$ cat src/hdl/gpd_params.svh
// Constants for the port data register bank.
// Assumes a word-addressed Avalon-MM slave, byte address = 4 x index.
`ifndef GPD_PARAMS_SVH
`define GPD_PARAMS_SVH
`define GPD_NPORTS 5
`define GPD_IDX_PORT0 3'h0
`define GPD_IDX_PORT1 3'h1
`define GPD_IDX_PORT2 3'h2
`define GPD_IDX_PORT3 3'h3
`define GPD_IDX_PORT4 3'h4
`define GPD_DATA_RST 8'h00
`define GPD_P4_MASK 8'h0F
`define GPD_BIT_DMINUS 1
`define GPD_BIT_DPLUS 0
`define GPD_BIT_REGULATOR_OUTPUT 2
`define GPD_ALT_P0_MASK 8'h7F
`define GPD_ALT_P1_MASK 8'h78
`endif

$ cat src/hdl/gpd_pkg.sv
// Types shared by the port data register bank.
// Assumes the params header is included by the users as needed.
package gpd_pkg;
  // One byte-wide port's pin controls
  typedef struct packed {
    logic [7:0] out;
    logic [7:0] oe;
  } gpd_drive_t;
  // Bus access phase
  typedef enum logic [1:0] {
    GPD_IDLE,
    GPD_ANSWER
  } gpd_bus_state_t;
endpackage : gpd_pkg

$ cat src/hdl/gpd_pin_mux.sv
// Per-port pin driver: output enable, open drain and alternate override.
// Assumes configuration inputs are synchronous to clk.
`timescale 1ns/1ps
module gpd_pin_mux (
  input wire logic [7:0] dataBits,
  input wire logic [7:0] gpioOe,
  input wire logic [7:0] openDrain,
  input wire logic [7:0] altSel,
  input wire logic [7:0] altOut,
  input wire logic [7:0] altOe,
  input wire logic [7:0] present,
  output gpd_pkg::gpd_drive_t drive
);
  // Combine data, enables and alternate functions per bit
  always_comb begin
    for (int i = 0; i < 8; i++) begin
      if (!present[i]) begin
        // Absent pin never drives
        drive.out[i] = 1'b0;
        drive.oe[i] = 1'b1;
      end else if (altSel[i]) begin
        // Alternate function owns the pin
        drive.out[i] = altOut[i];
        drive.oe[i] = ~altOe[i];
      end else if (openDrain[i]) begin
        drive.out[i] = 1'b0;
        drive.oe[i] = ~(gpioOe[i] & ~dataBits[i]);
      end else begin
        drive.out[i] = dataBits[i];
        drive.oe[i] = ~gpioOe[i];
      end
    end
  end
endmodule : gpd_pin_mux

$ cat src/hdl/gpd_port_data.sv
// Port data register bank for five byte ports with Avalon-MM access.
// Assumes pins are synchronous to clk; pinOe_n is active low, enable inputs active high.
//
// Chosen here: the Avalon-MM register port.
`timescale 1ns/1ps
`include "gpd_params.svh"
module gpd_port_data #(
  // Per-port implemented bit masks (variant dependent)
  parameter logic [39:0] PRESENT = 40'h0F_FF_FF_FF_FF,
  // Variant where regulator pin only works in USB mode
  parameter bit REGULATOR_OUTPUT_USB_ONLY = 1'b0
) (
  input wire logic clk,
  input wire logic resetn,
  input wire logic [2:0] avs_address,
  input wire logic avs_read,
  input wire logic avs_write,
  input wire logic [31:0] avs_writedata,
  output logic [31:0] avs_readdata,
  output logic avs_waitrequest,
  input wire logic [39:0] pinIn,
  output logic [39:0] pinOut,
  output logic [39:0] pinOe_n,
  input wire logic [39:0] gpioOe,
  input wire logic [39:0] openDrain,
  input wire logic [7:0] port0AltSel,
  input wire logic [7:0] port0AltOut,
  input wire logic [7:0] port0AltOe,
  input wire logic [7:0] spiAltSel,
  input wire logic [7:0] spiAltOut,
  input wire logic [7:0] spiAltOe,
  input wire logic vregEnable,
  input wire logic usbMode,
  input wire logic usbForce,
  input wire logic [1:0] usbOut,
  input wire logic usbOe
);
  // Data registers
  logic [7:0] portData_r [`GPD_NPORTS];
  // Bus state
  gpd_pkg::gpd_bus_state_t busState_r;
  logic [7:0] p1AltSel;
  logic [7:0] p1AltOut;
  logic [7:0] p1AltOe;
  logic vregActive;
  gpd_pkg::gpd_drive_t drv [`GPD_NPORTS];

  // Implemented-bit mask of a port
  function automatic logic [7:0] portMask(input logic [2:0] idx);
    logic [7:0] m;
    m = PRESENT[8*idx +: 8];
    if (idx == `GPD_IDX_PORT4) begin
      m = m & `GPD_P4_MASK;
    end
    return m;
  endfunction : portMask

  always_ff @(posedge clk or negedge resetn) begin
    if (!resetn) begin
      for (int i = 0; i < `GPD_NPORTS; i++) begin
        portData_r[i] <= `GPD_DATA_RST;
      end
    end else if (avs_write && busState_r == gpd_pkg::GPD_ANSWER) begin
      if (avs_address < 3'(`GPD_NPORTS)) begin
        portData_r[avs_address] <= avs_writedata[7:0] & portMask(avs_address);
      end
    end
  end

  // One wait state: answer on second cycle
  always_ff @(posedge clk or negedge resetn) begin
    if (!resetn) begin
      busState_r <= gpd_pkg::GPD_IDLE;
      avs_waitrequest <= 1'b1;
    end else begin
      case (busState_r)
        gpd_pkg::GPD_IDLE: begin
          if (avs_read || avs_write) begin
            busState_r <= gpd_pkg::GPD_ANSWER;
            avs_waitrequest <= 1'b0;
          end else begin
            avs_waitrequest <= 1'b1;
          end
        end
        default: begin
          busState_r <= gpd_pkg::GPD_IDLE;
          avs_waitrequest <= 1'b1;
        end
      endcase
    end
  end

  always_ff @(posedge clk or negedge resetn) begin
    if (!resetn) begin
      avs_readdata <= 32'h0000_0000;
    end else if (avs_read && busState_r == gpd_pkg::GPD_IDLE) begin
      if (avs_address < 3'(`GPD_NPORTS)) begin
        avs_readdata <= {24'h00_0000, pinIn[8*avs_address +: 8] & portMask(avs_address)};
      end else begin
        avs_readdata <= 32'h0000_0000;
      end
    end
  end

  assign vregActive = vregEnable & (~REGULATOR_OUTPUT_USB_ONLY | usbMode);

  // Port1 alternate selection: SPI, regulator, USB
  always_comb begin
    p1AltSel = spiAltSel & `GPD_ALT_P1_MASK;
    p1AltOut = spiAltOut;
    p1AltOe = spiAltOe;
    // Regulator output is not a logic drive; pin released
    if (vregActive) begin
      p1AltSel[`GPD_BIT_REGULATOR_OUTPUT] = 1'b1;
      p1AltOe[`GPD_BIT_REGULATOR_OUTPUT] = 1'b0;
    end
    if (usbMode) begin
      p1AltSel[`GPD_BIT_DMINUS] = 1'b1;
      p1AltSel[`GPD_BIT_DPLUS] = 1'b1;
      if (usbForce) begin
        p1AltOut[`GPD_BIT_DMINUS] = portData_r[1][`GPD_BIT_DMINUS];
        p1AltOut[`GPD_BIT_DPLUS] = portData_r[1][`GPD_BIT_DPLUS];
        p1AltOe[`GPD_BIT_DMINUS] = 1'b1;
        p1AltOe[`GPD_BIT_DPLUS] = 1'b1;
      end else begin
        p1AltOut[`GPD_BIT_DMINUS] = usbOut[1];
        p1AltOut[`GPD_BIT_DPLUS] = usbOut[0];
        p1AltOe[`GPD_BIT_DMINUS] = usbOe;
        p1AltOe[`GPD_BIT_DPLUS] = usbOe;
      end
    end
  end

  // Pin drivers per port
  for (genvar p = 0; p < `GPD_NPORTS; p++) begin : gPort
    logic [7:0] aSel;
    logic [7:0] aOut;
    logic [7:0] aOe;
    assign aSel = (p == 0) ? (port0AltSel & `GPD_ALT_P0_MASK) : (p == 1) ? p1AltSel : 8'h00;
    assign aOut = (p == 0) ? port0AltOut : (p == 1) ? p1AltOut : 8'h00;
    assign aOe = (p == 0) ? port0AltOe : (p == 1) ? p1AltOe : 8'h00;
    gpd_pin_mux uMux (
      .dataBits(portData_r[p]),
      .gpioOe(gpioOe[8*p +: 8]),
      .openDrain(openDrain[8*p +: 8]),
      .altSel(aSel),
      .altOut(aOut),
      .altOe(aOe),
      .present(portMask(3'(p))),
      .drive(drv[p])
    );
  end

  // Registered pin outputs
  always_ff @(posedge clk or negedge resetn) begin
    if (!resetn) begin
      pinOut <= 40'h00_0000_0000;
      pinOe_n <= 40'hFF_FFFF_FFFF;
    end else begin
      for (int p = 0; p < `GPD_NPORTS; p++) begin
        pinOut[8*p +: 8] <= drv[p].out;
        pinOe_n[8*p +: 8] <= drv[p].oe;
      end
    end
  end

  AST_ONE_WAIT: assert property (@(posedge clk) disable iff (!resetn)
    (busState_r == gpd_pkg::GPD_IDLE && (avs_read || avs_write)) |=> !avs_waitrequest)
    else $error("bus answer not after one cycle");
  AST_P4_RSVD: assert property (@(posedge clk) disable iff (!resetn)
    portData_r[4][7:4] == 4'h0)
    else $error("port4 reserved bits set");
  AST_NO_OE: assert property (@(posedge clk) disable iff (!resetn)
    (gpioOe[16] == 1'b0 && usbMode == 1'b0) |=> pinOe_n[16])
    else $error("pin driven without enable");
  AST_FORCE: assert property (@(posedge clk) disable iff (!resetn)
    (usbMode && usbForce) |=> (!pinOe_n[8] && pinOut[8] == $past(portData_r[1][0])))
    else $error("force state not driven");
  AST_OD: assert property (@(posedge clk) disable iff (!resetn)
    (openDrain[28] && portData_r[3][4] && PRESENT[28]) |=> pinOe_n[28])
    else $error("open drain one driven");
  AST_READ: assert property (@(posedge clk) disable iff (!resetn)
    (avs_read && avs_address == 3'h2 && busState_r == gpd_pkg::GPD_IDLE)
    |=> avs_readdata[7:0] == ($past(pinIn[23:16]) & PRESENT[23:16]))
    else $error("read is not pin level");
  AST_REGULATOR_OUTPUT: assert property (@(posedge clk) disable iff (!resetn)
    (vregEnable && !REGULATOR_OUTPUT_USB_ONLY) |=> pinOe_n[10])
    else $error("regulator pin driven as gpio");
  AST_WRITE: assert property (@(posedge clk) disable iff (!resetn)
    (avs_write && !avs_waitrequest && avs_address == 3'h3 && PRESENT[31])
    |=> portData_r[3][7] == $past(avs_writedata[7]))
    else $error("write not stored");
endmodule : gpd_port_data

$ cat config.mk
export PLATFORM = sky130hd
export DESIGN_NAME = gpd_port_data
export DESIGN_NICKNAME = d
export VERILOG_FILES = /design/src/hdl/gpd_pkg.sv /design/src/hdl/gpd_pin_mux.sv /design/src/hdl/gpd_port_data.sv
export VERILOG_INCLUDE_DIRS = /design/src /design/src/hdl
export SDC_FILE = /design/constraint.sdc
export NUM_CORES = 1
export LEC_CHECK = 0
export ABC_CLOCK_PERIOD_IN_PS = 1500
export BUFFER_PORTS_ARGS = -buffer_cell sky130_fd_sc_hd__buf_2
export CORE_ASPECT_RATIO = 0.7
export CORE_MARGIN = 2
export CORE_UTILIZATION = 42
export DETAILED_ROUTE_END_ITERATION = 8
export HOLD_SLACK_MARGIN = 0.08
export MAX_ROUTING_LAYER = met4
export PLACE_DENSITY = 0.78
export SETUP_SLACK_MARGIN = 0.02
export SYNTH_ARGS = -nofsm -noshare
export SYNTH_HDL_FRONTEND = slang
export SYNTH_HIERARCHICAL = 1
export SYNTH_SLANG_ARGS = --single-unit
$ cat constraint.sdc
create_clock -name clk -period 1.5 [get_ports clk]
set_input_delay 0.3 -clock clk [delete_from_list [all_inputs] [get_ports clk]]
set_output_delay 0.3 -clock clk [all_outputs]
set_load 0.1 [all_outputs]
-- Yosys cells after proc, flatten, opt, wreduce, memory -nomap -nowiden
Cells that the tools add are included.
- $lt $le $gt $ge: 3
- equal/unequal tests: 3
- shift operators: 2
- multiplexer cells: 119
- bitwise operators: 161
- reduce and logical (&&, ||, !) cells: 6
- operator list (operator ; count):
    $not A1 Y1 ; 122
    $mux W1 ; 104
    $mux W8 ; 6
    $bwmux W40 ; 1
    $shiftx A40 B7 Y8 ; 1
    $shiftx A40 B7 Y8 const A ; 1
    $and A1 B1 Y1 ; 36
    $demux W8 S3 ; 1
    $and A8 B8 Y8 ; 2
    $mux W2 ; 7
    $ge A4 B4 Y1 const B ; 1
    $lt A4 B1 Y1 const B ; 1
    $not A3 Y4 ; 1
    $eq A3 B3 Y1 const B ; 1
    $logic_and A1 B1 Y1 ; 3
    $lt A3 B3 Y1 const B ; 1
    $eq A2 B1 Y1 const B ; 1
    $logic_not A2 Y1 ; 1
    $ne A2 B2 Y1 const B ; 1
    $reduce_and A2 Y1 ; 1
    $logic_or A1 B1 Y1 ; 1
- flip-flop bits (word level): 147
- input bits: 213
- output and inout port bits: 113
- logic and storage cells: 304

-- Logic depth before layout (Yosys ltp)
- depth after elaboration: 6
- gate-level depth with buffers: 6
- gate-level depth less buffers: 5

-- Cells and area by module
Netlist, hierarchy kept.
- modules (own cells, without submodules) (module ; times used ; cells each ; area an instance (sq um) ; sequential area each (sq um)):
    gpd_port_data ; 1 ; 275 ; 4581.9 ; 3304.4
    gpd_pin_mux ; 5 ; 56 ; 370.4 ; 0.0

-- Worst setup path after synthesis
No wires, ideal clock.
- kind: input to register
- start: in avs_address[2]
- end: reg portData_r[32] (netlist bit)
- arrival: 1361 ps
- setup slack: 14 ps
- cell stages on the path: 5
- buffers on the path: 2
- cells stage by stage: buf_6 > nand3b_4 > or3_1 > buf_6 > mux2_4
- word-level cells in the longest chain between the ends: 6
- ends and longest elaborated chain (what ; line ; RTL):
    from (decl) ; gpd_port_data.sv:15 ; input wire logic [2:0] avs_address,
    $shiftx A40 B7 Y8 / $not A3 Y4 (equally long branches) ; gpd_port_data.sv:51, gpd_port_data.sv:65 ;
    $mux W8 (tied with other cells) ; gpd_port_data.sv:52 ; if (idx == `GPD_IDX_PORT4) begin
    $mux W8 / $logic_and A1 B1 Y1 (equally long branches) ; gpd_port_data.sv:64, gpd_port_data.sv:65 ;
    $mux W8, on equally long branches ; gpd_port_data.sv:63, gpd_port_data.sv:65 ;
    $and A8 B8 Y8 / $demux W8 S3 (equally long branches) ; gpd_port_data.sv:65 ; portData_r[avs_address] <= avs_writedata[7:0] & portMask(avs_address);
    $bwmux W40 ; gpd_port_data.sv:65 ;
    to (signal, indexed assignment) ; gpd_port_data.sv:61 ; portData_r[i] <= `GPD_DATA_RST;
    to (signal, indexed assignment) ; gpd_port_data.sv:65 ;
    to (decl) ; gpd_port_data.sv:39 ; logic [7:0] portData_r [`GPD_NPORTS];
Several ways; a longest one is shown, not always the timed one. The select of a mux whose other input is x is not followed.
A chain may end at the register's enable or synchronous reset.

-- Final worst setup path
- start: reg avs_waitrequest
- end: out avs_waitrequest
- RTL lines (what ; line ; RTL):
    from (decl) ; gpd_port_data.sv:20 ; output logic avs_waitrequest,
    from (signal assigned) ; gpd_port_data.sv:74 ; avs_waitrequest <= 1'b1;
    from (signal assigned) ; gpd_port_data.sv:80 ; avs_waitrequest <= 1'b0;
    from (signal assigned) ; gpd_port_data.sv:82 ; avs_waitrequest <= 1'b1;
No word-level cell between the ends.

==> impl_metrics.env <==
export IMPL_status="complete, no violations"
export IMPL_setup_slack_ps=54.3
export IMPL_clock_latency_ps=410
export IMPL_synth_main_ff_cell="dfrtp_1"
export IMPL_path_class="register to output port"
export IMPL_synth_edf_count=0
export IMPL_drv_cap=0
export IMPL_r2r_cells=4
export IMPL_post_route_util_pct=69.5
export IMPL_period_share_pct=96.4
export IMPL_post_route_drc_count=0
export IMPL_synth_area_mm2=0.00643
export IMPL_htree_num_levels=4
export IMPL_drtIter0Drc=155
export IMPL_crit_chain="buf_12"
export IMPL_cp_start_kind="register"
export IMPL_max_stage_delay_ps=570
export IMPL_overflow=0
export IMPL_routedWlPerCell_um=13.0
export IMPL_drive_gt1_share_pct=40.8
export IMPL_grt_use_total_pct=22.0
export IMPL_slew_headroom_pct=54.9
export IMPL_post_synth_cell_area_avg_um2=11.6
export IMPL_clock_sinks=130
export IMPL_finalNetCount=1299
export IMPL_netlist_top_cell_by_area="dfrtp_1"
export IMPL_grt_pass1_wl_um=27200
export IMPL_min_from="spiAltOe[3]"
export IMPL_ys_seq_elements=130
export IMPL_holdPathStages=4
export IMPL_cp_required_ps=1200
export IMPL_setup_viol_count_final=0
export IMPL_r2r_end="portData_r[36]"
export IMPL_cts_tree="done"
export IMPL_antenna_found_initial=2
export IMPL_rsz0062_at_grt="yes"
export IMPL_clk_path_buf_depth=2
export IMPL_max_freq_mhz=692
export IMPL_async_flop_share_pct=100
export IMPL_reg2reg_from="busState_r[0]"
export IMPL_gp_congestion=0.823
export IMPL_path_delay_family="flip-flops"
export IMPL_slew_viol_final=0
export IMPL_synth_cells=555
export IMPL_via_per_inst=4.15
export IMPL_tightest_slew_ps=670
export IMPL_syn2layout_area_growth_pct=60.1
export IMPL_critPathMaxFanout=1
export IMPL_netlist_top_cells_area="dfrtp_1, dfstp_2, nor3b_2"
export IMPL_yosysWarningCount=6
export IMPL_placed_cells=1261
export IMPL_dieWidth_um=152
export IMPL_min_path_type="primary input to register"
export IMPL_dieArea_mm2=0.0163
export IMPL_core_area_mm2=0.0148
export IMPL_fin_skew_ps=7.47
export IMPL_path_clk_slew_ps=60
export IMPL_min_period_ps=1450
export IMPL_cp_end_kind="output port"
export IMPL_final_cells=1296
export IMPL_synth_cell_types=35
export IMPL_fill_cells=1149
export IMPL_p_per_area_mw_per_mm2=1140
export IMPL_start_util_pct=43.4
export IMPL_die_y_um=108
export IMPL_ir_drop_uv=697
export IMPL_io_buffers=268
export IMPL_grt_pass1_vias=5427
export IMPL_worst_r2r_setup_slack_ps=60
export IMPL_cts_buffers=17
export IMPL_cp_arrival_ps=1150
export IMPL_wl_um=16900
export IMPL_firstDrtPassIters=5
export IMPL_timing_critical_path_buf_inv=1
export IMPL_synth_seq_area_share_pct=51.4
export IMPL_rows=37
export IMPL_vias=5378
export IMPL_cp_slowest_cell="dfstp_2"
export IMPL_yosysTopAreaCellShare_pct=34.6
export IMPL_hold_path_end="pinOe_n[11]"
export IMPL_hold_viol=0
export IMPL_hpwl_um=13900
export IMPL_root_buffer="clkbuf_16"
export IMPL_place_ws_ps=-78.3
export IMPL_ant_nets=0
export IMPL_grt_max_degree=33
export IMPL_p_leak_nw=5.37
export IMPL_pin_count=326
## per-layer routing
layer / share of wire [%] / vias to the layer above / global-route usage [%]
met4: 0.66 / 0 / 4.07
met1: 41 / 2455 / 25.4
li1: - / 2732 / -
met5: 0 / - / -
met2: 52 / 183 / 38.8
met3: 6.4 / 8 / 6.40
## cells in the mapped netlist, types with 3 or more instances
cell and number:
dfstp_2 41, a21bo_1 40, a21oi_1 42, mux2_2 29, mux2i_1 7, buf_4 27, o21ai_1 40, o21ai_0 8
nor2_1 10, mux2_4 8, nand2_1 82, and2b_1 3, o21a_1 3, nor2b_1 47, mux4_2 4, and2_1 4
nor3b_2 40, dfrtp_1 89, nand3b_1 4, a22o_1 6
## where the power goes
part / switching, mW / internal (mW)
registers: 0.322 / 3.97
clock network: 1.59 / 2.46
logic: 2.17 / 1.20
## flip-flops by register name, indices dropped and copies added (netlist names)
| name | count |
|---|---|
| pinOe_n | 40 |
| pinOut | 40 |
| busState_r | 1 |
| avs_readdata | 8 |
| portData_r | 40 |
| avs_waitrequest | 1 |
## layout by cell type, fill, tap and decap left out, drive strengths merged, types with 4 or more instances in the layout
cell type,instances
nor3b,43
mux2,37
mux4,4
clkinv,6
nand2,82
and2,4
nor2b,47
mux2i,7
conb,256
a21bo,40
inv,5
dfrtp,89
buf,263
clkbuf,44
nand3b,5
dfstp,41
a22o,6
a21oi,42
o21ai,48
nor2,11
## worst max-delay path by stage
| stage | end | depth (start not counted) | startpoint | slack, ps |
|---|---|---|---|---|
| detailed placement | portData_r[36] | 5 | avs_address[2] | -80 |
| finish | avs_waitrequest | 1 | avs_waitrequest | 50 |
| floorplan | portData_r[32] | 5 | avs_address[2] | 20 |
| global route | portData_r[33] | 4 | busState_r[0] | 20 |
| CTS | pinOut[25] | 1 | pinOut[25] | 20 |
| global placement | portData_r[16] | 5 | avs_address[2] | -70 |
## final cells by class
cell class	count	area [um2]	area share [%]
clock inverters	15	159	1.54
clock buffers	17	425	4.13
inverters	1	3.75	0.0364
multi-input cells	645	3840	37.2
repair buffers	291	2320	22.5
well taps	195	244	2.37
diodes	2	5.00	0.0486
flip-flops and latches	130	3300	32.1
## cell families after synthesis
logic type	Yosys count	share of synthesized area (%)
buffers and inverters	34	3.83
flip-flops	130	51.4
other	2	0.117
AO/OA/AOI/OAI	142	14.8
AND/OR/NAND/NOR	199	20.5
multiplexers	48	9.43
## through the flow
step	hold WS [ps]	TNS, ps	power, mW	area [um2]
floorplan	4.41	0	6.64	7390
global placement	200	-1460	7.60	9600
detailed placement	205	-1450	7.66	9600
CTS	115	0	11.8	10200
global route	141	0	12.3	10300
finish	126	0	11.7	10300
## worst min-delay path: cells and delay by family
kind                   cells  cell delay, ps
and+or+nand+nor            2             100
buffers and inverters      1              70
AOI/OAI and AO/OA          1              60
## what timing repair did
action	in CTS	in global routing
hold buffers	1	0
endpoints found under the setup margin	10	35
cloned	0	0
gates resized for setup	10	28
setup buffers	0	0
endpoints found under the hold margin	43	0
Note: power is estimated with default switching activity, not from simulation.
